**src/fbsio_pkg.sv**
```systemverilog
// Constants, field layouts and types for the field-bus slave I/O block.
// Assumes a 100 MHz system clock; shared by the top module and the bench.
package fbsio_pkg;
	localparam int CLK_HZ = 100_000_000;
	localparam int CYC_PER_US = CLK_HZ / 1_000_000;
	// Filter base step and nibble watchdog, long counts go to top parameters
	localparam int FILT_BASE_US = 128;
	localparam int FILT_BASE_CYC = FILT_BASE_US * CYC_PER_US;
	localparam int NIB_WDOG_MS = 327;
	localparam int NIB_WDOG_CYC = NIB_WDOG_MS * (CLK_HZ / 1000);
	localparam int STB_NS = 200;
	localparam int STB_CYC = (STB_NS * CYC_PER_US + 999) / 1000;
	localparam int MUX_WIN_NS = 400;
	localparam int MUX_WIN_CYC = (MUX_WIN_NS * CYC_PER_US + 999) / 1000;
	localparam int MAGIC_BIT_NS = 20_000;
	localparam int MAGIC_BIT_CYC = (MAGIC_BIT_NS * CYC_PER_US + 999) / 1000;
	localparam int MAGIC_LEN = 8;
	localparam logic [7:0] MAGIC_PAT = 8'hA5;
	localparam int CNT_W = 26;
	localparam int SAME_ADDR_MAX = 3;
	// Stored configuration word layout
	localparam int CFG_PBIDIR = 0;
	localparam int CFG_MUX = 1;
	localparam int CFG_INVALL = 2;
	localparam int CFG_INVM = 3;
	localparam int CFG_FMASK = 7;
	localparam int CFG_FSEL = 11;
	localparam int CFG_FPIN = 14;
	localparam int CFG_FEN = 15;
	localparam int CFG_FXM = 16;
	localparam int CFG_FXV = 20;
	localparam int CFG_SYNC = 24;
	localparam int CFG_EXT = 25;
	localparam int CFG_NWD = 26;
	localparam int CFG_ADDR = 27;
	localparam logic [31:0] CFG_RST = 32'h0000_0000;
	// Register map
	localparam logic [3:0] REG_CTRL = 4'h0;
	localparam logic [3:0] REG_STAT = 4'h4;
	localparam logic [3:0] REG_DATA = 4'h8;
	localparam logic [3:0] REG_CFG = 4'hC;
	localparam int CTRL_REINIT = 0;
	localparam logic [1:0] RESP_OKAY = 2'b00;
	localparam logic [1:0] RESP_DECERR = 2'b11;
	typedef enum logic [1:0] {MODE_SLAVE, MODE_MASTER, MODE_REPEATER, MODE_MONITOR} fbsio_mode_e;
	typedef enum logic [1:0] {ACH_IDLE, ACH_MAGIC, ACH_ACTIVE} fbsio_ach_e;
endpackage

```
**src/fbsio_top.sv**
```systemverilog
// Mode selection and slave-mode I/O of a two-wire field-bus interface.
// Assumes a telegram decoder ahead of it and an AXI4-Lite master for status.
//
// Implementation choices: the register offsets and the AXI4-Lite interface to the registers.
`timescale 1ns/10ps
`default_nettype none
module fbsio_top #(
	parameter int FILT_BASE = fbsio_pkg::FILT_BASE_CYC,
	parameter int NIB_WDOG = fbsio_pkg::NIB_WDOG_CYC,
	parameter int MAGIC_BIT = fbsio_pkg::MAGIC_BIT_CYC
) (
	input wire logic CLK_I,
	input wire logic SYS_RST_I,
	input wire logic NVM_MASTER_FLAG_I,
	input wire logic NVM_REPEATER_FLAG_I,
	input wire logic NVM_B_SLAVE_I,
	input wire logic [31:0] NVM_CFG_I,
	input wire logic TLG_STB_I,
	input wire logic TLG_IS_REQ_I,
	input wire logic [4:0] TLG_ADDR_I,
	input wire logic [4:0] TLG_INFO_I,
	input wire logic RSP_MAN_I,
	input wire logic DIAG_LED_I,
	input wire logic ADDR_CH_AC_I,
	input wire logic ADDR_CH_CMOS_I,
	input wire logic [3:0] DATA_IN_I,
	input wire logic [3:0] PARAM_IN_I,
	output logic [1:0] MODE_O,
	output logic RX_STB_REQ_O,
	output logic RX_STB_RSP_O,
	output logic ADDR_CH_ACTIVE_O,
	output logic ADDR_CH_AC_MODE_O,
	output logic ADDR_CH_RX_O,
	output logic DIAG_LED_O,
	output logic BUS_TX_O,
	output logic [3:0] DATA_OUT_O,
	output logic [3:0] DATA_OE_O,
	output logic DATA_STB_O,
	output logic [3:0] SEND_DATA_O,
	output logic [3:0] PARAM_OUT_O,
	output logic PARAM_OE_O,
	output logic PARAM_STB_O,
	output logic [3:0] PARAM_RSP_O,
	output logic NIB_WDOG_FAULT_O,
	input wire logic [3:0] S_AXI_AWADDR_I,
	input wire logic S_AXI_AWVALID_I,
	output logic S_AXI_AWREADY_O,
	input wire logic [31:0] S_AXI_WDATA_I,
	input wire logic [3:0] S_AXI_WSTRB_I,
	input wire logic S_AXI_WVALID_I,
	output logic S_AXI_WREADY_O,
	output logic [1:0] S_AXI_BRESP_O,
	output logic S_AXI_BVALID_O,
	input wire logic S_AXI_BREADY_I,
	input wire logic [3:0] S_AXI_ARADDR_I,
	input wire logic S_AXI_ARVALID_I,
	output logic S_AXI_ARREADY_O,
	output logic [31:0] S_AXI_RDATA_O,
	output logic [1:0] S_AXI_RRESP_O,
	output logic S_AXI_RVALID_O,
	input wire logic S_AXI_RREADY_I
);
	import fbsio_pkg::*;

	logic init_q;
	logic [31:0] cfg_q;
	logic bsel_q;
	fbsio_mode_e mode_q;
	logic wr_go, reinit;

	// Init: stored flags and settings are caught one edge after release or re-init
	always_ff @(posedge CLK_I or posedge SYS_RST_I) begin
		if (SYS_RST_I) begin
			init_q <= 1'b1;
		end else begin
			init_q <= reinit;
		end
	end

	always_ff @(posedge CLK_I or posedge SYS_RST_I) begin
		if (SYS_RST_I) begin
			cfg_q <= CFG_RST;
			bsel_q <= 1'b0;
			mode_q <= MODE_SLAVE;
		end else if (init_q) begin
			cfg_q <= NVM_CFG_I;
			bsel_q <= NVM_B_SLAVE_I;
			case ({NVM_MASTER_FLAG_I, NVM_REPEATER_FLAG_I})
				2'b10: mode_q <= MODE_MASTER;
				2'b11: mode_q <= MODE_REPEATER;
				2'b01: mode_q <= MODE_MONITOR;
				default: mode_q <= MODE_SLAVE;
			endcase
		end
	end

	wire is_slave = (mode_q == MODE_SLAVE);
	wire [4:0] my_addr = cfg_q[CFG_ADDR +: 5];
	wire ext_mode = cfg_q[CFG_EXT];

	// Receive strobes for master-side modes
	always_ff @(posedge CLK_I or posedge SYS_RST_I) begin
		if (SYS_RST_I) begin
			RX_STB_REQ_O <= 1'b0;
			RX_STB_RSP_O <= 1'b0;
		end else begin
			RX_STB_REQ_O <= TLG_STB_I & TLG_IS_REQ_I & (mode_q == MODE_MONITOR);
			RX_STB_RSP_O <= TLG_STB_I & ~TLG_IS_REQ_I & ~is_slave;
		end
	end

	// Addressing channel: path detection, magic sequence, stays until reset
	fbsio_ach_e ach_q;
	logic ac_sel_q, ac_dly_q, cm_dly_q;
	logic [CNT_W-1:0] mbit_cnt_q;
	logic [3:0] mbit_num_q;
	logic [7:0] magic_q;
	wire ach_in = ac_sel_q ? ADDR_CH_AC_I : ADDR_CH_CMOS_I;
	wire ac_fall = ac_dly_q & ~ADDR_CH_AC_I;
	wire cm_fall = cm_dly_q & ~ADDR_CH_CMOS_I;

	always_ff @(posedge CLK_I or posedge SYS_RST_I) begin
		if (SYS_RST_I) begin
			ach_q <= ACH_IDLE;
			ac_sel_q <= 1'b0;
			ac_dly_q <= 1'b1;
			cm_dly_q <= 1'b1;
			mbit_cnt_q <= '0;
			mbit_num_q <= '0;
			magic_q <= '0;
		end else begin
			ac_dly_q <= ADDR_CH_AC_I;
			cm_dly_q <= ADDR_CH_CMOS_I;
			case (ach_q)
				ACH_IDLE: begin
					if (is_slave && (ac_fall || cm_fall)) begin
						ac_sel_q <= ac_fall;
						ach_q <= ACH_MAGIC;
						mbit_cnt_q <= CNT_W'(MAGIC_BIT / 2);
						mbit_num_q <= '0;
					end
				end
				ACH_MAGIC: begin
					if (mbit_cnt_q == '0) begin
						magic_q <= {magic_q[6:0], ach_in};
						mbit_num_q <= mbit_num_q + 4'h1;
						mbit_cnt_q <= CNT_W'(MAGIC_BIT - 1);
						if (mbit_num_q == 4'(MAGIC_LEN - 1)) begin
							ach_q <= ({magic_q[6:0], ach_in} == MAGIC_PAT) ? ACH_ACTIVE : ACH_IDLE;
						end
					end else begin
						mbit_cnt_q <= mbit_cnt_q - CNT_W'(1);
					end
				end
				ACH_ACTIVE: ach_q <= ACH_ACTIVE; // Only reset leaves
				default: ach_q <= ACH_IDLE;
			endcase
		end
	end

	always_ff @(posedge CLK_I or posedge SYS_RST_I) begin
		if (SYS_RST_I) begin
			ADDR_CH_ACTIVE_O <= 1'b0;
			ADDR_CH_AC_MODE_O <= 1'b0;
			ADDR_CH_RX_O <= 1'b1;
			DIAG_LED_O <= 1'b0;
			BUS_TX_O <= 1'b0;
		end else begin
			ADDR_CH_ACTIVE_O <= (ach_q == ACH_ACTIVE);
			ADDR_CH_AC_MODE_O <= ac_sel_q;
			ADDR_CH_RX_O <= (ach_q == ACH_ACTIVE) ? ach_in : 1'b1;
			DIAG_LED_O <= (ach_q == ACH_ACTIVE) ? ~RSP_MAN_I : DIAG_LED_I;
			BUS_TX_O <= (ach_q == ACH_ACTIVE) ? 1'b0 : RSP_MAN_I;
		end
	end

	// Own telegram decode; in extended mode bit three picks A or B slave
	wire sel_ok = ~ext_mode | (TLG_INFO_I[3] == bsel_q);
	wire own = TLG_STB_I & TLG_IS_REQ_I & is_slave & (TLG_ADDR_I == my_addr) & sel_ok;
	wire own_dx = own & ~TLG_INFO_I[4];
	wire own_wp = own & TLG_INFO_I[4];
	wire any_dx = TLG_STB_I & TLG_IS_REQ_I & ~TLG_INFO_I[4];

	// Requested outputs before the fixed-level mask
	logic [3:0] req_out, out_now_q;
	always_comb begin
		req_out = TLG_INFO_I[3:0];
		if (ext_mode) begin
			req_out = {out_now_q[3], TLG_INFO_I[2:0]};
			if (cfg_q[CFG_NWD]) begin
				req_out = TLG_INFO_I[2] ? {TLG_INFO_I[1:0], out_now_q[1:0]}
					: {out_now_q[3:2], TLG_INFO_I[1:0]};
			end
		end
	end
	wire [3:0] fxm = cfg_q[CFG_FXM +: 4];
	wire [3:0] fix_out = (req_out & ~fxm) | (cfg_q[CFG_FXV +: 4] & fxm);

	// Synchronous I/O tracking
	logic [4:0] last_addr_q, sync_addr_q;
	logic sync_found_q, pend_q;
	logic [1:0] same_cnt_q;
	logic [3:0] pend_out_q;
	wire sync_bypass = ~cfg_q[CFG_SYNC] | ~sync_found_q | (same_cnt_q == 2'(SAME_ADDR_MAX));
	wire sync_hit = any_dx & sync_found_q & (TLG_ADDR_I == sync_addr_q);

	always_ff @(posedge CLK_I or posedge SYS_RST_I) begin
		if (SYS_RST_I) begin
			last_addr_q <= '0;
			sync_addr_q <= '0;
			sync_found_q <= 1'b0;
			same_cnt_q <= '0;
		end else if (init_q) begin
			sync_found_q <= 1'b0;
			same_cnt_q <= '0;
		end else if (any_dx) begin
			last_addr_q <= TLG_ADDR_I;
			if (TLG_ADDR_I < last_addr_q) begin
				sync_addr_q <= TLG_ADDR_I;
				sync_found_q <= 1'b1;
			end
			if (TLG_ADDR_I != last_addr_q) begin
				same_cnt_q <= '0;
			end else if (same_cnt_q != 2'(SAME_ADDR_MAX)) begin
				same_cnt_q <= same_cnt_q + 2'h1;
			end
		end
	end

	logic apply;
	logic [3:0] apply_val;
	always_comb begin
		apply = 1'b0;
		apply_val = fix_out;
		if (own_dx && (sync_bypass || TLG_ADDR_I == sync_addr_q)) begin
			apply = 1'b1;
		end else if (sync_hit && pend_q) begin
			apply = 1'b1;
			apply_val = pend_out_q;
		end
	end

	always_ff @(posedge CLK_I or posedge SYS_RST_I) begin
		if (SYS_RST_I) begin
			pend_q <= 1'b0;
			pend_out_q <= '0;
		end else if (own_dx && !apply) begin
			pend_q <= 1'b1;
			pend_out_q <= fix_out;
		end else if (apply) begin
			pend_q <= 1'b0;
		end
	end

	// Data port: update, strobe, then sample at strobe end
	logic [7:0] dstb_cnt_q, mux_cnt_q;
	logic [3:0] filt_val;
	wire [3:0] raw_in = cfg_q[CFG_INVALL] ? ~filt_val : (filt_val ^ cfg_q[CFG_INVM +: 4]);

	always_ff @(posedge CLK_I or posedge SYS_RST_I) begin
		if (SYS_RST_I) begin
			out_now_q <= '0;
			dstb_cnt_q <= '0;
			mux_cnt_q <= '0;
			DATA_OUT_O <= '0;
			DATA_OE_O <= '0;
			DATA_STB_O <= 1'b0;
			SEND_DATA_O <= '0;
		end else begin
			if (apply) begin
				out_now_q <= apply_val;
				DATA_OUT_O <= apply_val;
				dstb_cnt_q <= 8'(STB_CYC);
				mux_cnt_q <= 8'(MUX_WIN_CYC);
			end else begin
				if (dstb_cnt_q != '0) dstb_cnt_q <= dstb_cnt_q - 8'h1;
				if (mux_cnt_q != '0) mux_cnt_q <= mux_cnt_q - 8'h1;
			end
			DATA_STB_O <= apply | (dstb_cnt_q > 8'h1);
			if (dstb_cnt_q == 8'h1) begin
				SEND_DATA_O <= raw_in;
			end
			// Multiplex mode frees the pins so inputs can share them
			DATA_OE_O <= (!cfg_q[CFG_MUX] || apply || mux_cnt_q > 8'h1) ? 4'hF : 4'h0;
		end
	end

	// Parameter port, same phasing as the data port
	logic [7:0] pstb_cnt_q;
	always_ff @(posedge CLK_I or posedge SYS_RST_I) begin
		if (SYS_RST_I) begin
			pstb_cnt_q <= '0;
			PARAM_OUT_O <= '0;
			PARAM_OE_O <= 1'b0;
			PARAM_STB_O <= 1'b0;
			PARAM_RSP_O <= '0;
		end else begin
			if (own_wp) begin
				PARAM_OUT_O <= ext_mode ? {PARAM_OUT_O[3], TLG_INFO_I[2:0]} : TLG_INFO_I[3:0];
				pstb_cnt_q <= 8'(STB_CYC);
			end else if (pstb_cnt_q != '0) begin
				pstb_cnt_q <= pstb_cnt_q - 8'h1;
			end
			PARAM_STB_O <= own_wp | (pstb_cnt_q > 8'h1);
			// Bidirectional: release pins before sampling the answer
			PARAM_OE_O <= ~cfg_q[CFG_PBIDIR] | own_wp | (pstb_cnt_q > 8'h2);
			if (own_wp && !cfg_q[CFG_PBIDIR]) begin
				PARAM_RSP_O <= ext_mode ? {PARAM_OUT_O[3], TLG_INFO_I[2:0]} : TLG_INFO_I[3:0];
			end else if (pstb_cnt_q == 8'h1 && cfg_q[CFG_PBIDIR]) begin
				PARAM_RSP_O <= PARAM_IN_I;
			end
		end
	end

	// Polling cycle measurement between own data exchanges
	logic [CNT_W-1:0] cyc_run_q, cyc_meas_q;
	always_ff @(posedge CLK_I or posedge SYS_RST_I) begin
		if (SYS_RST_I) begin
			cyc_run_q <= '0;
			cyc_meas_q <= CNT_W'(FILT_BASE);
		end else if (own_dx) begin
			cyc_meas_q <= cyc_run_q;
			cyc_run_q <= '0;
		end else if (cyc_run_q != '1) begin
			cyc_run_q <= cyc_run_q + CNT_W'(1);
		end
	end

	// Filter time: doubling steps, or the measured cycle when the step is zero
	wire [2:0] fsel = cfg_q[CFG_FSEL +: 3];
	wire [CNT_W-1:0] filt_time = (fsel == 3'h0) ? cyc_meas_q
		: (CNT_W'(FILT_BASE) << (fsel - 3'h1));
	wire param_pin_two = PARAM_IN_I[2];
	wire filt_on = cfg_q[CFG_FPIN] ? param_pin_two : cfg_q[CFG_FEN];

	genvar gi;
	generate
		for (gi = 0; gi < 4; gi++) begin : g_filt
			logic [CNT_W-1:0] cnt_q;
			logic stable_q;
			always_ff @(posedge CLK_I or posedge SYS_RST_I) begin
				if (SYS_RST_I) begin
					cnt_q <= '0;
					stable_q <= 1'b0;
				end else if (DATA_IN_I[gi] == stable_q) begin
					cnt_q <= '0;
				end else if (cnt_q >= filt_time - CNT_W'(1)) begin
					stable_q <= DATA_IN_I[gi];
					cnt_q <= '0;
				end else begin
					cnt_q <= cnt_q + CNT_W'(1);
				end
			end
			assign filt_val[gi] = (filt_on & cfg_q[CFG_FMASK + gi]) ? stable_q : DATA_IN_I[gi];
		end
	endgenerate

	// Nibble-select watchdog; a trade-off: one toggle clears the fault
	logic [CNT_W-1:0] nwd_cnt_q;
	logic nsel_q;
	always_ff @(posedge CLK_I or posedge SYS_RST_I) begin
		if (SYS_RST_I) begin
			nwd_cnt_q <= '0;
			nsel_q <= 1'b0;
			NIB_WDOG_FAULT_O <= 1'b0;
		end else if (!(ext_mode && cfg_q[CFG_NWD])) begin
			nwd_cnt_q <= '0;
			NIB_WDOG_FAULT_O <= 1'b0;
		end else if (own_dx && TLG_INFO_I[2] != nsel_q) begin
			nsel_q <= TLG_INFO_I[2];
			nwd_cnt_q <= '0;
			NIB_WDOG_FAULT_O <= 1'b0;
		end else if (nwd_cnt_q >= CNT_W'(NIB_WDOG - 1)) begin
			NIB_WDOG_FAULT_O <= 1'b1;
		end else begin
			nwd_cnt_q <= nwd_cnt_q + CNT_W'(1);
		end
	end

	always_ff @(posedge CLK_I or posedge SYS_RST_I) begin
		if (SYS_RST_I) begin
			MODE_O <= '0;
		end else begin
			MODE_O <= mode_q;
		end
	end

	// AXI4-Lite slave: write taken with both address and data present
	assign wr_go = S_AXI_AWREADY_O & S_AXI_AWVALID_I & S_AXI_WVALID_I;
	assign reinit = wr_go & (S_AXI_AWADDR_I == REG_CTRL) & S_AXI_WSTRB_I[0]
		& S_AXI_WDATA_I[CTRL_REINIT];

	always_ff @(posedge CLK_I or posedge SYS_RST_I) begin
		if (SYS_RST_I) begin
			S_AXI_AWREADY_O <= 1'b0;
			S_AXI_WREADY_O <= 1'b0;
			S_AXI_BVALID_O <= 1'b0;
			S_AXI_BRESP_O <= RESP_OKAY;
		end else begin
			S_AXI_AWREADY_O <= ~wr_go & ~S_AXI_BVALID_O & S_AXI_AWVALID_I & S_AXI_WVALID_I;
			S_AXI_WREADY_O <= ~wr_go & ~S_AXI_BVALID_O & S_AXI_AWVALID_I & S_AXI_WVALID_I;
			if (wr_go) begin
				S_AXI_BVALID_O <= 1'b1;
				S_AXI_BRESP_O <= (S_AXI_AWADDR_I[1:0] == 2'b00) ? RESP_OKAY : RESP_DECERR;
			end else if (S_AXI_BREADY_I) begin
				S_AXI_BVALID_O <= 1'b0;
			end
		end
	end

	wire rd_go = S_AXI_ARREADY_O & S_AXI_ARVALID_I;
	always_ff @(posedge CLK_I or posedge SYS_RST_I) begin
		if (SYS_RST_I) begin
			S_AXI_ARREADY_O <= 1'b0;
			S_AXI_RVALID_O <= 1'b0;
			S_AXI_RDATA_O <= '0;
			S_AXI_RRESP_O <= RESP_OKAY;
		end else begin
			S_AXI_ARREADY_O <= ~rd_go & ~S_AXI_RVALID_O & S_AXI_ARVALID_I;
			if (rd_go) begin
				S_AXI_RVALID_O <= 1'b1;
				S_AXI_RRESP_O <= RESP_OKAY;
				case (S_AXI_ARADDR_I)
					REG_CTRL: S_AXI_RDATA_O <= '0;
					REG_STAT: S_AXI_RDATA_O <= {24'h00_0000, sync_found_q, NIB_WDOG_FAULT_O,
						ac_sel_q, (ach_q == ACH_ACTIVE), 2'b00, mode_q};
					REG_DATA: S_AXI_RDATA_O <= {16'h0000, PARAM_RSP_O, PARAM_OUT_O,
						SEND_DATA_O, out_now_q};
					REG_CFG: S_AXI_RDATA_O <= cfg_q;
					default: begin
						S_AXI_RDATA_O <= '0;
						S_AXI_RRESP_O <= RESP_DECERR;
					end
				endcase
			end else if (S_AXI_RREADY_I) begin
				S_AXI_RVALID_O <= 1'b0;
			end
		end
	end
endmodule // fbsio_top
`default_nettype wire

```
**config.mk**
```make
export PLATFORM = sky130hd
export DESIGN_NAME = fbsio_top
export DESIGN_NICKNAME = d
export VERILOG_FILES = /design/src/fbsio_pkg.sv /design/src/fbsio_top.sv
export SDC_FILE = /design/constraint.sdc
export NUM_CORES = 1
export LEC_CHECK = 0
export ABC_CLOCK_PERIOD_IN_PS = 31800
export CORE_UTILIZATION = 44
export CTS_CLUSTER_SIZE = 20
export DETAILED_ROUTE_END_ITERATION = 10
export DONT_BUFFER_PORTS = 1
export SYNTH_ARGS = -nofsm -noshare
export SYNTH_HDL_FRONTEND = slang
export SYNTH_SLANG_ARGS = --single-unit
```
**constraint.sdc**
```tcl
create_clock -name CLK_I -period 31.8 [get_ports CLK_I]
set_clock_uncertainty 0.05 [all_clocks]
set_input_delay 4.77 -clock CLK_I [delete_from_list [all_inputs] [get_ports CLK_I]]
set_output_delay 4.77 -clock CLK_I [all_outputs]
set_load 0.02 [all_outputs]
```
==> results.json, run 1 <==
{
  "grt_pass1_vias": 15100,
  "max_cap_viol_count": 0,
  "slew_headroom": 0.173,
  "ys.flop_type": "dfrtp_1",
  "power_per_cell_area_nw_per_um2": 51.6,
  "dr.first_iter.drc_count": 1019,
  "wl_mm": 47.5,
  "grt_max_degree": 118,
  "synth_edf_count": 0,
  "finalSetupViolCount": 0,
  "drtPass1Iterations": 5,
  "p_leak_uw": 0.0102,
  "ys_seq_area_frac": 0.460,
  "grt_util_all_layers": 0.207,
  "synth_nets": 2391,
  "seq_area_um2": 9390,
  "vias_per_cell": 5.46,
  "place_congestion": 0.831,
  "top_usage_layer": "met2",
  "rrSetupSlack_ns": 25.03,
  "syn_inst": 2165,
  "holdCritPathClass": "reg2reg",
  "arrival_ns": 7.11,
  "cts.sinks": 375,
  "cts_buffer_depth": 3,
  "ys_async_sr_fraction": 1.00,
  "wl_per_cell_um": 17.0,
  "use_met3": 0.0349,
  "status": "completed",
  "ys_types": 83,
  "hold_viol_final": 0,
  "cts_tree": "done",
  "drc": 0,
  "cp.required_ns": 32.14,
  "r2r-end": "g_filt[3].cnt_q[13]",
  "reg2regPathDepth": 24,
  "max_freq_ghz": 0.148,
  "multi_input_area_um2": 10500,
  "die_width_um": 217,
  "port_buffers": 0,
  "coreArea_um2": 45600,
  "io_pins": 184,
  "whs_ns": 0.400,
  "cts.reportedPaths.clkPinSlew_ns": 0.06,
  "met1_usage": 0.283,
  "vias": 15200,
  "ys_seq_elements": 375,
  "synth_area_um2": 20400,
  "drv_slew": 0,
  "ys_warn_count": 0,
  "cts-hold-fix-buffers": 0,
  "final.min_clock_period_ns": 6.77,
  "cts_resized": 0,
  "startpoint": "cfg_q[12]",
  "start_util": 0.448,
  "fin_nets": 2378,
  "endpoint_kind": "flop",
  "avgSynthCellArea_um2": 9.42,
  "grt_overflow": 0,
  "htreeDepth": 2,
  "antenna_left": 0,
  "layout-drive-gt1-share": 0.0811,
  "die_h_um": 217,
  "crit_path_start_kind": "flop",
  "r2r-start": "cfg_q[12]",
  "antenna_found_initial": 5,
  "use_met2": 0.332,
  "dieArea_um2": 47200,
  "crit_end": "g_filt[3].cnt_q[13]",
  "fin_crit_sh": 0.213,
  "clock-root-buffer": "clkbuf_16",
  "tightest_slew_ns": 1.23,
  "tns_ns": 0,
  "critPathKind": "reg2reg",
  "peakVddDrop_v": 0.0000419,
  "rsz0062_at_grt": "false",
  "clkLatencyLatePin_ns": 0.56,
  "crit_path_max_fanout": 30,
  "nFillCells": 4233,
  "grt_pass1_wl_mm": 78.9,
  "syn2layout_area_growth_pct": 9.57,
  "rows": 78,
  "cts_setup_buffers": 0,
  "place_hpwl_mm": 34.4,
  "cts_buffers": 42
}
## logic make-up after synthesis
family / count (synthesis) / share of synthesized area
xor gates and xnor gates: 197 / 0.0863
adders and majority gates: 118 / 0.0721
AOI/OAI and AO/OA: 344 / 0.108
DFF: 375 / 0.460
and+or+nand+nor: 928 / 0.210
buffers and inverters: 136 / 0.0273
muxes: 67 / 0.0363
## layout make-up
| cell class | count | share of cell area |
|---|---|---|
| inverter | 64 | 0.0111 |
| sequential | 375 | 0.420 |
| clock buffer | 55 | 0.0533 |
| antenna | 3 | 0.000336 |
| multi-input combinational | 1654 | 0.468 |
| tap | 600 | 0.0336 |
| clock inverter | 20 | 0.00851 |
| timing repair buffer | 15 | 0.00504 |
## cells in the mapped netlist (14+ instances only)
master,number,share of area
dfrtp_1,368,0.45
or3_1,19,0.0058
clkbuf_1,52,0.0096
nor2_1,272,0.050
nand3_1,79,0.019
xnor2_1,76,0.033
o31ai_1,18,0.0066
o21ai_0,121,0.030
ha_1,116,0.071
nor4_1,25,0.0077
mux2_2,56,0.031
and3_1,47,0.014
a21o_1,24,0.0088
a22oi_1,24,0.0088
nand2b_1,14,0.0043
nand4_1,32,0.0098
nor3_1,30,0.0074
nand2_1,331,0.061
nor2b_1,17,0.0052
xor2_1,118,0.051
a21oi_1,65,0.016
inv_1,63,0.012
## report_power, final
group / switching (µW) / total, µW / internal (µW)
registers: 40.1 / 551 / 511
clock network: 200 / 488 / 288
logic: 67.1 / 114 / 46.6
total: 307 / 1150 / 846
## through the flow
step                      instance area [µm²]  std cells  setup slack [ns]  total power (µW)  utilization
after floorplan                         20400       2165             16.58               643            -
after global routing                    22400       2784             24.52              1210        0.490
final                                   22400       2786             25.03              1150        0.491
after detailed placement                21000       2708             24.65               674        0.460
after CTS                               22300       2783             25.02              1170        0.490
after global placement                  21000       2708             24.71               668        0.460
## critical path, cell delays in order, from the launching register on
cell and delay [ns]:
dfrtp_1 0.59, inv_1 0.17, ha_1 0.21, buf_4 0.21
nor2b_1 0.15, buf_4 0.19, nand2_1 0.27, ha_1 0.28
o21ai_0 0.15, a21oi_1 0.37, nand2_1 0.15, nor2_1 0.20
o21a_1 0.17, nand3_1 0.09, xnor2_1 0.49, ha_1 0.24
nand4_1 0.11, nor4_1 0.29, a221oi_1 0.18, o21ai_0 0.20
nand4_1 0.12, a222oi_1 0.46, o21ai_1 0.19, o221ai_2 0.94
nor2_1 0.13
## state kept, by name, indices dropped and copies added, names as in the netlist, 26 cells and up
signal / count
S_AXI_RDATA_O: 32
cfg_q: 32
cyc_meas_q: 26
cyc_run_q: 26
g_filt.cnt_q: 104
mbit_cnt_q: 26
nwd_cnt_q: 26
## how the worst min path moves through the flow
stage / start / end / slack (ns) / cells past startpoint
floorplan: ac_sel_q / ADDR_CH_AC_MODE_O / 0.36 / 0
CTS: cyc_meas_q[12] / cyc_meas_q[12] / 0.40 / 2
detailed placement: cyc_meas_q[12] / cyc_meas_q[12] / 0.40 / 2
global route: cyc_meas_q[9] / cyc_meas_q[9] / 0.43 / 2
finish: cyc_meas_q[12] / cyc_meas_q[12] / 0.40 / 2
global placement: cyc_meas_q[12] / cyc_meas_q[12] / 0.39 / 2
## layout by cell type, fill, tap and decap left out, types with 7 or more instances in the layout
cell         n
nor2b_1     17
nand2_1    331
and3_1      47
dfstp_2      7
mux2_2      56
o211ai_1     7
nand3_1     79
nand2b_1    14
and2_1      11
a211oi_1    11
buf_4       15
a21o_1      24
nor3_1      30
or4_1        7
or3_1       19
inv_1       62
xor2_1     118
nor2_1     271
a31oi_1     10
dfrtp_1    368
nand4_1     32
xnor2_1     76
clkbuf_16   43
ha_1       116
o31ai_1     18
mux2i_1     11
clkbuf_8     7
nor4_1      25
a21oi_1     65
clkinv_2    12
and4_1      13
a22oi_1     24
o21ai_0    121
## per-layer routing
metal	vias to the layer above	part of all wire
li1	7491	-
met1	7409	0.47
met2	228	0.46
met3	86	0.040
met4	4	0.027
met5	-	0.00048
Note: power is estimated with default switching activity, not from simulation.
==> run 2, diff against run 1 <==
Settings changed: ABC_CLOCK_PERIOD_IN_PS 31800 to 5800.
Clock period 31.8 ns to 5.8 ns, I/O delays scaled along.
==> run 2 against run 1 <==
Net effect:
- routed wire length grew 1.1%
- combinational power grew to 5.6 times the previous value
- largest cell class unchanged
- register-to-register slack lost 24 ns
- clock-buffer cell count grew 10
- final cell count grew 0.65%
- core utilization grew 0.51 points
- die area is the same
- total power grew to 5.6 times the previous value
- design area grew 1.0%
==> results.json, run 2 (same netlist as run 1, synthesis figures left out) <==
{
  "coreArea_um2": 45600,
  "clkLatencyLatePin_ns": 0.57,
  "postLayoutCellArea_um2": 22600,
  "tightest_slew_ns": 1.25,
  "drv_slew": 0,
  "met1_usage": 0.285,
  "vias_per_cell": 5.47,
  "antenna_left": 0,
  "cp.required_ns": 6.19,
  "peakVddDrop_v": 0.000227,
  "final_cell_mix": "dfrtp_1 (368), nand2_1 (331), nor2_1 (271)",
  "rsz0062_at_grt": "false",
  "endpoint_kind": "flop",
  "grt_pass1_wl_mm": 78.5,
  "die_h_um": 217,
  "io_pins": 184,
  "hold_viol_final": 0,
  "drc": 0,
  "grt_pass1_vias": 15100,
  "drtPass1Iterations": 5,
  "tns_ns": 0,
  "timing.final.ws_setup_ns": 0.532,
  "path_common_cell": "o21ai_0",
  "place_congestion": 0.858,
  "port_buffers": 0,
  "clock-root-buffer": "clkbuf_16",
  "crit_path_max_incr_delay_ns": 0.64,
  "slowest_stage": "or4b_4",
  "critPathKind": "reg2reg",
  "arrival_ns": 5.65,
  "wl_per_cell_um": 17.1,
  "die_width_um": 217,
  "dp.cells": 2723,
  "max_cap_viol_count": 0,
  "dp_slack_ns": 0.247,
  "start_util": 0.448,
  "grt_util_all_layers": 0.206,
  "use_met2": 0.336,
  "dieArea_um2": 47200,
  "finalPower_uw": 6470,
  "cts.reportedPaths.clkPinSlew_ns": 0.06,
  "max_freq_ghz": 0.190,
  "slew_headroom": 0.167,
  "antenna_found_initial": 3,
  "cts_setup_buffers": 0,
  "fin_cells": 2804,
  "fin_crit_sh": 0.908,
  "crit_path_start_kind": "flop",
  "layout_commonest_cell": "dfrtp_1",
  "holdCritPathClass": "in2reg",
  "top_usage_layer": "met2",
  "p_leak_uw": 0.0103,
  "largest_reg_flops": 104,
  "reg_top3": "g_filt.cnt_q: 104 flops, S_AXI_RDATA_O: 32 flops, cfg_q: 32 flops",
  "layout-drive-gt1-share": 0.0890,
  "cts_buffer_depth": 3,
  "cts_tree": "done",
  "cts_buffers": 43,
  "rows": 78,
  "vias": 15300,
  "dr.first_iter.drc_count": 887,
  "nFillCells": 4184,
  "htreeDepth": 2,
  "cts.sinks": 375,
  "status": "completed",
  "cts-hold-fix-buffers": 0,
  "finalSetupViolCount": 0,
  "grt_max_degree": 120,
  "placed_area_um2": 21100,
  "path_cells": "inv_1 > ha_2 > or3b_2 > a22oi_1 > or4b_4 > nor3_1 > o21ai_0 > xnor2_2 > ha_1 > nand2_1 > nor4_1 > a221oi_1 > o21ai_0 > nand4_1 > a222oi_1 > o21ai_1 > o221ai_2 > buf_4 > nor2_1",
  "power_per_cell_area_nw_per_um2": 286,
  "use_met3": 0.0292,
  "place_hpwl_mm": 34.8,
  "fin_nets": 2394,
  "top_register": "g_filt.cnt_q",
  "wl_mm": 48.0,
  "crit_path_max_fanout": 26,
  "final.min_clock_period_ns": 5.27,
  "syn2layout_area_growth_pct": 10.7,
  "grt_overflow": 0
}
## run 2: cell types whose count changed in the layout (fill, tap and decap cells not counted), sizes merged
cell,before,now
buf,15,30
clkbuf,55,65
clkinv,13,8
clkinvlp,3,2
diode,3,2
## run 2: layout make-up
cell class,instances,area [µm²],share of cell area
Antenna cell,2,5.00,0.000222
Clock buffer,65,1300,0.0575
Clock inverter,14,170,0.00753
Inverter,64,244,0.0108
Multi-Input combinational cell,1654,10500,0.464
Sequential cell,375,9390,0.416
Tap cell,600,751,0.0332
Timing Repair Buffer,30,238,0.0105
## run 2: worst paths after layout
check | depth (start not counted) | slack, ns | startpoint | end
worst max-delay path | 19 | 0.53 | cfg_q[11] | g_filt[3].cnt_q[3]
worst min-delay path | 0 | 0.24 | ADDR_CH_CMOS_I | cm_dly_q
worst max register to register | 19 | 0.53 | cfg_q[11] | g_filt[3].cnt_q[3]
worst min register to register | 2 | 0.40 | cyc_meas_q[13] | cyc_meas_q[13]
max in group asynchronous | 2 | 4.01 | SYS_RST_I | nwd_cnt_q[15]
min in group asynchronous | 1 | 0.27 | SYS_RST_I | S_AXI_RDATA_O[14]
## run 2: metrics by stage
| stage | hold WS (ns) | utilization |
|---|---|---|
| global route | 0.218 | 0.496 |
| finish | 0.242 | 0.496 |
| floorplan | 0.363 | - |
| detailed placement | 0.395 | 0.463 |
| CTS | 0.207 | 0.495 |
| global placement | 0.392 | 0.463 |
## run 2: power by group
part           internal, µW  switching [µW]  leakage [µW]
Combinational           267             374       0.00477
Sequential             2800             221       0.00481
Clock                  1690            1120      0.000725
## run 2: worst max-delay path, delay by kind of cell (launching register included)
family,cells,cell delay (ns)
and+or+nand+nor,7,1.70
AOI/OAI and AO/OA,7,1.53
adders and majority gates,2,0.78
buffers and inverters,2,0.45
DFF,1,0.37
xor gates and xnor gates,1,0.23
## run 2: per-layer routing
metal | up-vias | share of wire
met3 | 67 | 0.037
met5 | - | 0.00035
met2 | 226 | 0.47
met4 | 2 | 0.021
li1 | 7516 | -
met1 | 7538 | 0.47
## run 2: timing repair
item | CTS | global route
setup endpoints to repair | 0 | 79
endpoints found under the hold margin | 0 | 0
resized for setup | 0 | 4
==> run 3, diff against run 2 <==
Settings changed: BUFFER_PORTS_ARGS set to -buffer_cell sky130_fd_sc_hd__buf_2, DONT_BUFFER_PORTS 1 to unset.
==> run 3 against run 2 <==
Net effect:
- largest cell class unchanged
- largest power group unchanged
- combinational power increased by 13%
- worst setup slack better by 0.0060 ns
- flip-flop and latch count did not move
- routed wire length grew 1.3%
- critical path depth up 1
- hold slack gained 0.12 ns
- fmax rose by 0.11%
==> results.json, run 3 (same netlist as run 1, synthesis figures left out) <==
{
  "peakVddDrop_v": 0.000214,
  "crit_path_start_kind": "flop",
  "start_util": 0.448,
  "finalSetupViolCount": 0,
  "coreArea_um2": 45600,
  "placed_area_um2": 21800,
  "fin_cells": 2954,
  "fin_nets": 2542,
  "place_hpwl_mm": 35.4,
  "dr_wl_met2_mm": 23.0,
  "final_cell_mix": "dfrtp_1 (368), nand2_1 (331), nor2_1 (271)",
  "vias": 15800,
  "power_per_cell_area_nw_per_um2": 274,
  "cts.reportedPaths.clkPinSlew_ns": 0.06,
  "tns_ns": 0,
  "die_width_um": 217,
  "dp.cells": 2871,
  "p_leak_uw": 0.0109,
  "dp_slack_ns": 0.0925,
  "met1_length_mm": 23.0,
  "clkLatencyLatePin_ns": 0.58,
  "vias_per_cell": 5.34,
  "top_layer": "met5",
  "wl_per_cell_um": 16.5,
  "finalPower_uw": 6370,
  "cts.sinks": 375,
  "status": "completed",
  "port_buffers": 149,
  "syn2layout_area_growth_pct": 14.1,
  "cts_buffer_depth": 3,
  "drv_slew": 0,
  "fin_crit_sh": 0.907,
  "top_register": "g_filt.cnt_q",
  "grt_pass1_wl_mm": 80.1,
  "slew_headroom": 0.164,
  "final.min_clock_period_ns": 5.26,
  "critPathKind": "reg2reg",
  "cp.required_ns": 6.20,
  "drc": 0,
  "nFillCells": 4178,
  "slowest_stage": "a21boi_0",
  "clock-root-buffer": "clkbuf_16",
  "crit_family": "compound AO/OA/AOI/OAI gates",
  "timing.final.ws_setup_ns": 0.538,
  "htreeDepth": 2,
  "crit_path_max_fanout": 25,
  "postLayoutCellArea_um2": 23300,
  "cts_buffers": 42,
  "grt_pass1_vias": 15400,
  "layout-drive-gt1-share": 0.145,
  "antenna_found_initial": 6,
  "crit_buf_inv": 2,
  "wl_met3_mm": 1.72,
  "hold_viol_final": 0,
  "crit_path_max_incr_delay_ns": 0.72,
  "holdCritPathClass": "in2reg",
  "antenna_left": 0,
  "rrSetupSlack_ns": 0.54,
  "max_freq_ghz": 0.190,
  "grt_overflow": 0,
  "place_congestion": 0.853,
  "rows": 78,
  "dieArea_um2": 47200,
  "reg_top3": "g_filt.cnt_q: 104 flops, S_AXI_RDATA_O: 32 flops, cfg_q: 32 flops",
  "grt_max_degree": 162,
  "dr.first_iter.drc_count": 928,
  "tightest_slew_ns": 1.25,
  "grt_util_all_layers": 0.209,
  "largest_reg_flops": 104,
  "arrival_ns": 5.66,
  "drtPass1Iterations": 5,
  "layout_commonest_cell": "dfrtp_1",
  "io_pins": 184,
  "die_h_um": 217,
  "wl_mm": 48.6,
  "rsz0062_at_grt": "false",
  "endpoint_kind": "flop",
  "path_cells": "inv_1 > ha_2 > nor2b_2 > nand2_1 > ha_1 > o21ai_0 > o211ai_1 > a21boi_0 > ha_1 > nand4_1 > nor4_1 > nor2_1 > o21ai_0 > a221oi_1 > maj3_1 > o311a_1 > o31a_1 > nand2_1 > buf_12 > nor2_1",
  "max_cap_viol_count": 0,
  "cts_tree": "done"
}
run 3: final timing paths:
path,startpoint,endpoint,cells after the start
min in group asynchronous,SYS_RST_I,cfg_q[14],2
worst min register to register,cyc_meas_q[12],cyc_meas_q[12],2
worst max register to register,cfg_q[11],g_filt[0].cnt_q[5],20
worst max-delay path,cfg_q[11],g_filt[0].cnt_q[5],20
max in group asynchronous,SYS_RST_I,cyc_run_q[10],3
worst min-delay path,ADDR_CH_AC_I,ac_dly_q,1
run 3: where the power goes:
part           internal [µW]  switching (µW)  total, µW  leakage [µW]
Combinational            299             427        726       0.00543
Clock                   1540            1110       2650      0.000668
Sequential              2800             196       3000       0.00481
run 3: area by class of cell:
class                   count  area [µm²]  area share
multi-input cells        1654       10500       0.451
flip-flops and latches    375        9390       0.403
clock inverters            13         169     0.00725
diodes                      4        10.0    0.000430
clock buffers              65        1210      0.0519
inverters                  64         244      0.0105
repair buffers            179        1000      0.0431
well taps                 600         751      0.0322
run 3: metrics by stage:
stage           util  hold WS [ns]
2_1_floorplan      -         0.363
3_3_place_gp   0.479         0.381
3_5_place_dp   0.479         0.395
4_1_cts        0.509         0.320
5_1_grt        0.511         0.333
6_report       0.511         0.362
run 3: metal layers:
metal | global-route usage | up-vias
met4 | 0.0613 | 2
met1 | 0.288 | 7678
li1 | - | 7820
met3 | 0.0306 | 68
met2 | 0.342 | 192
met5 | 0 | -
run 3: timing repair:
action / CTS / global route
hold buffers: 0 / 0
setup buffers: 0 / 1
gates resized for setup: 0 / 10
setup endpoints to repair: 0 / 106
run 3: worst reg2reg max path, delay by kind of cell (launching register included):
family	cells	cell delay (ns)
buffers and inverters	2	0.32
adder cells (fa/ha/maj)	4	1.09
flip-flops	1	0.46
AO/OA/AOI/OAI	7	1.96
AND/OR/NAND/NOR	7	1.27
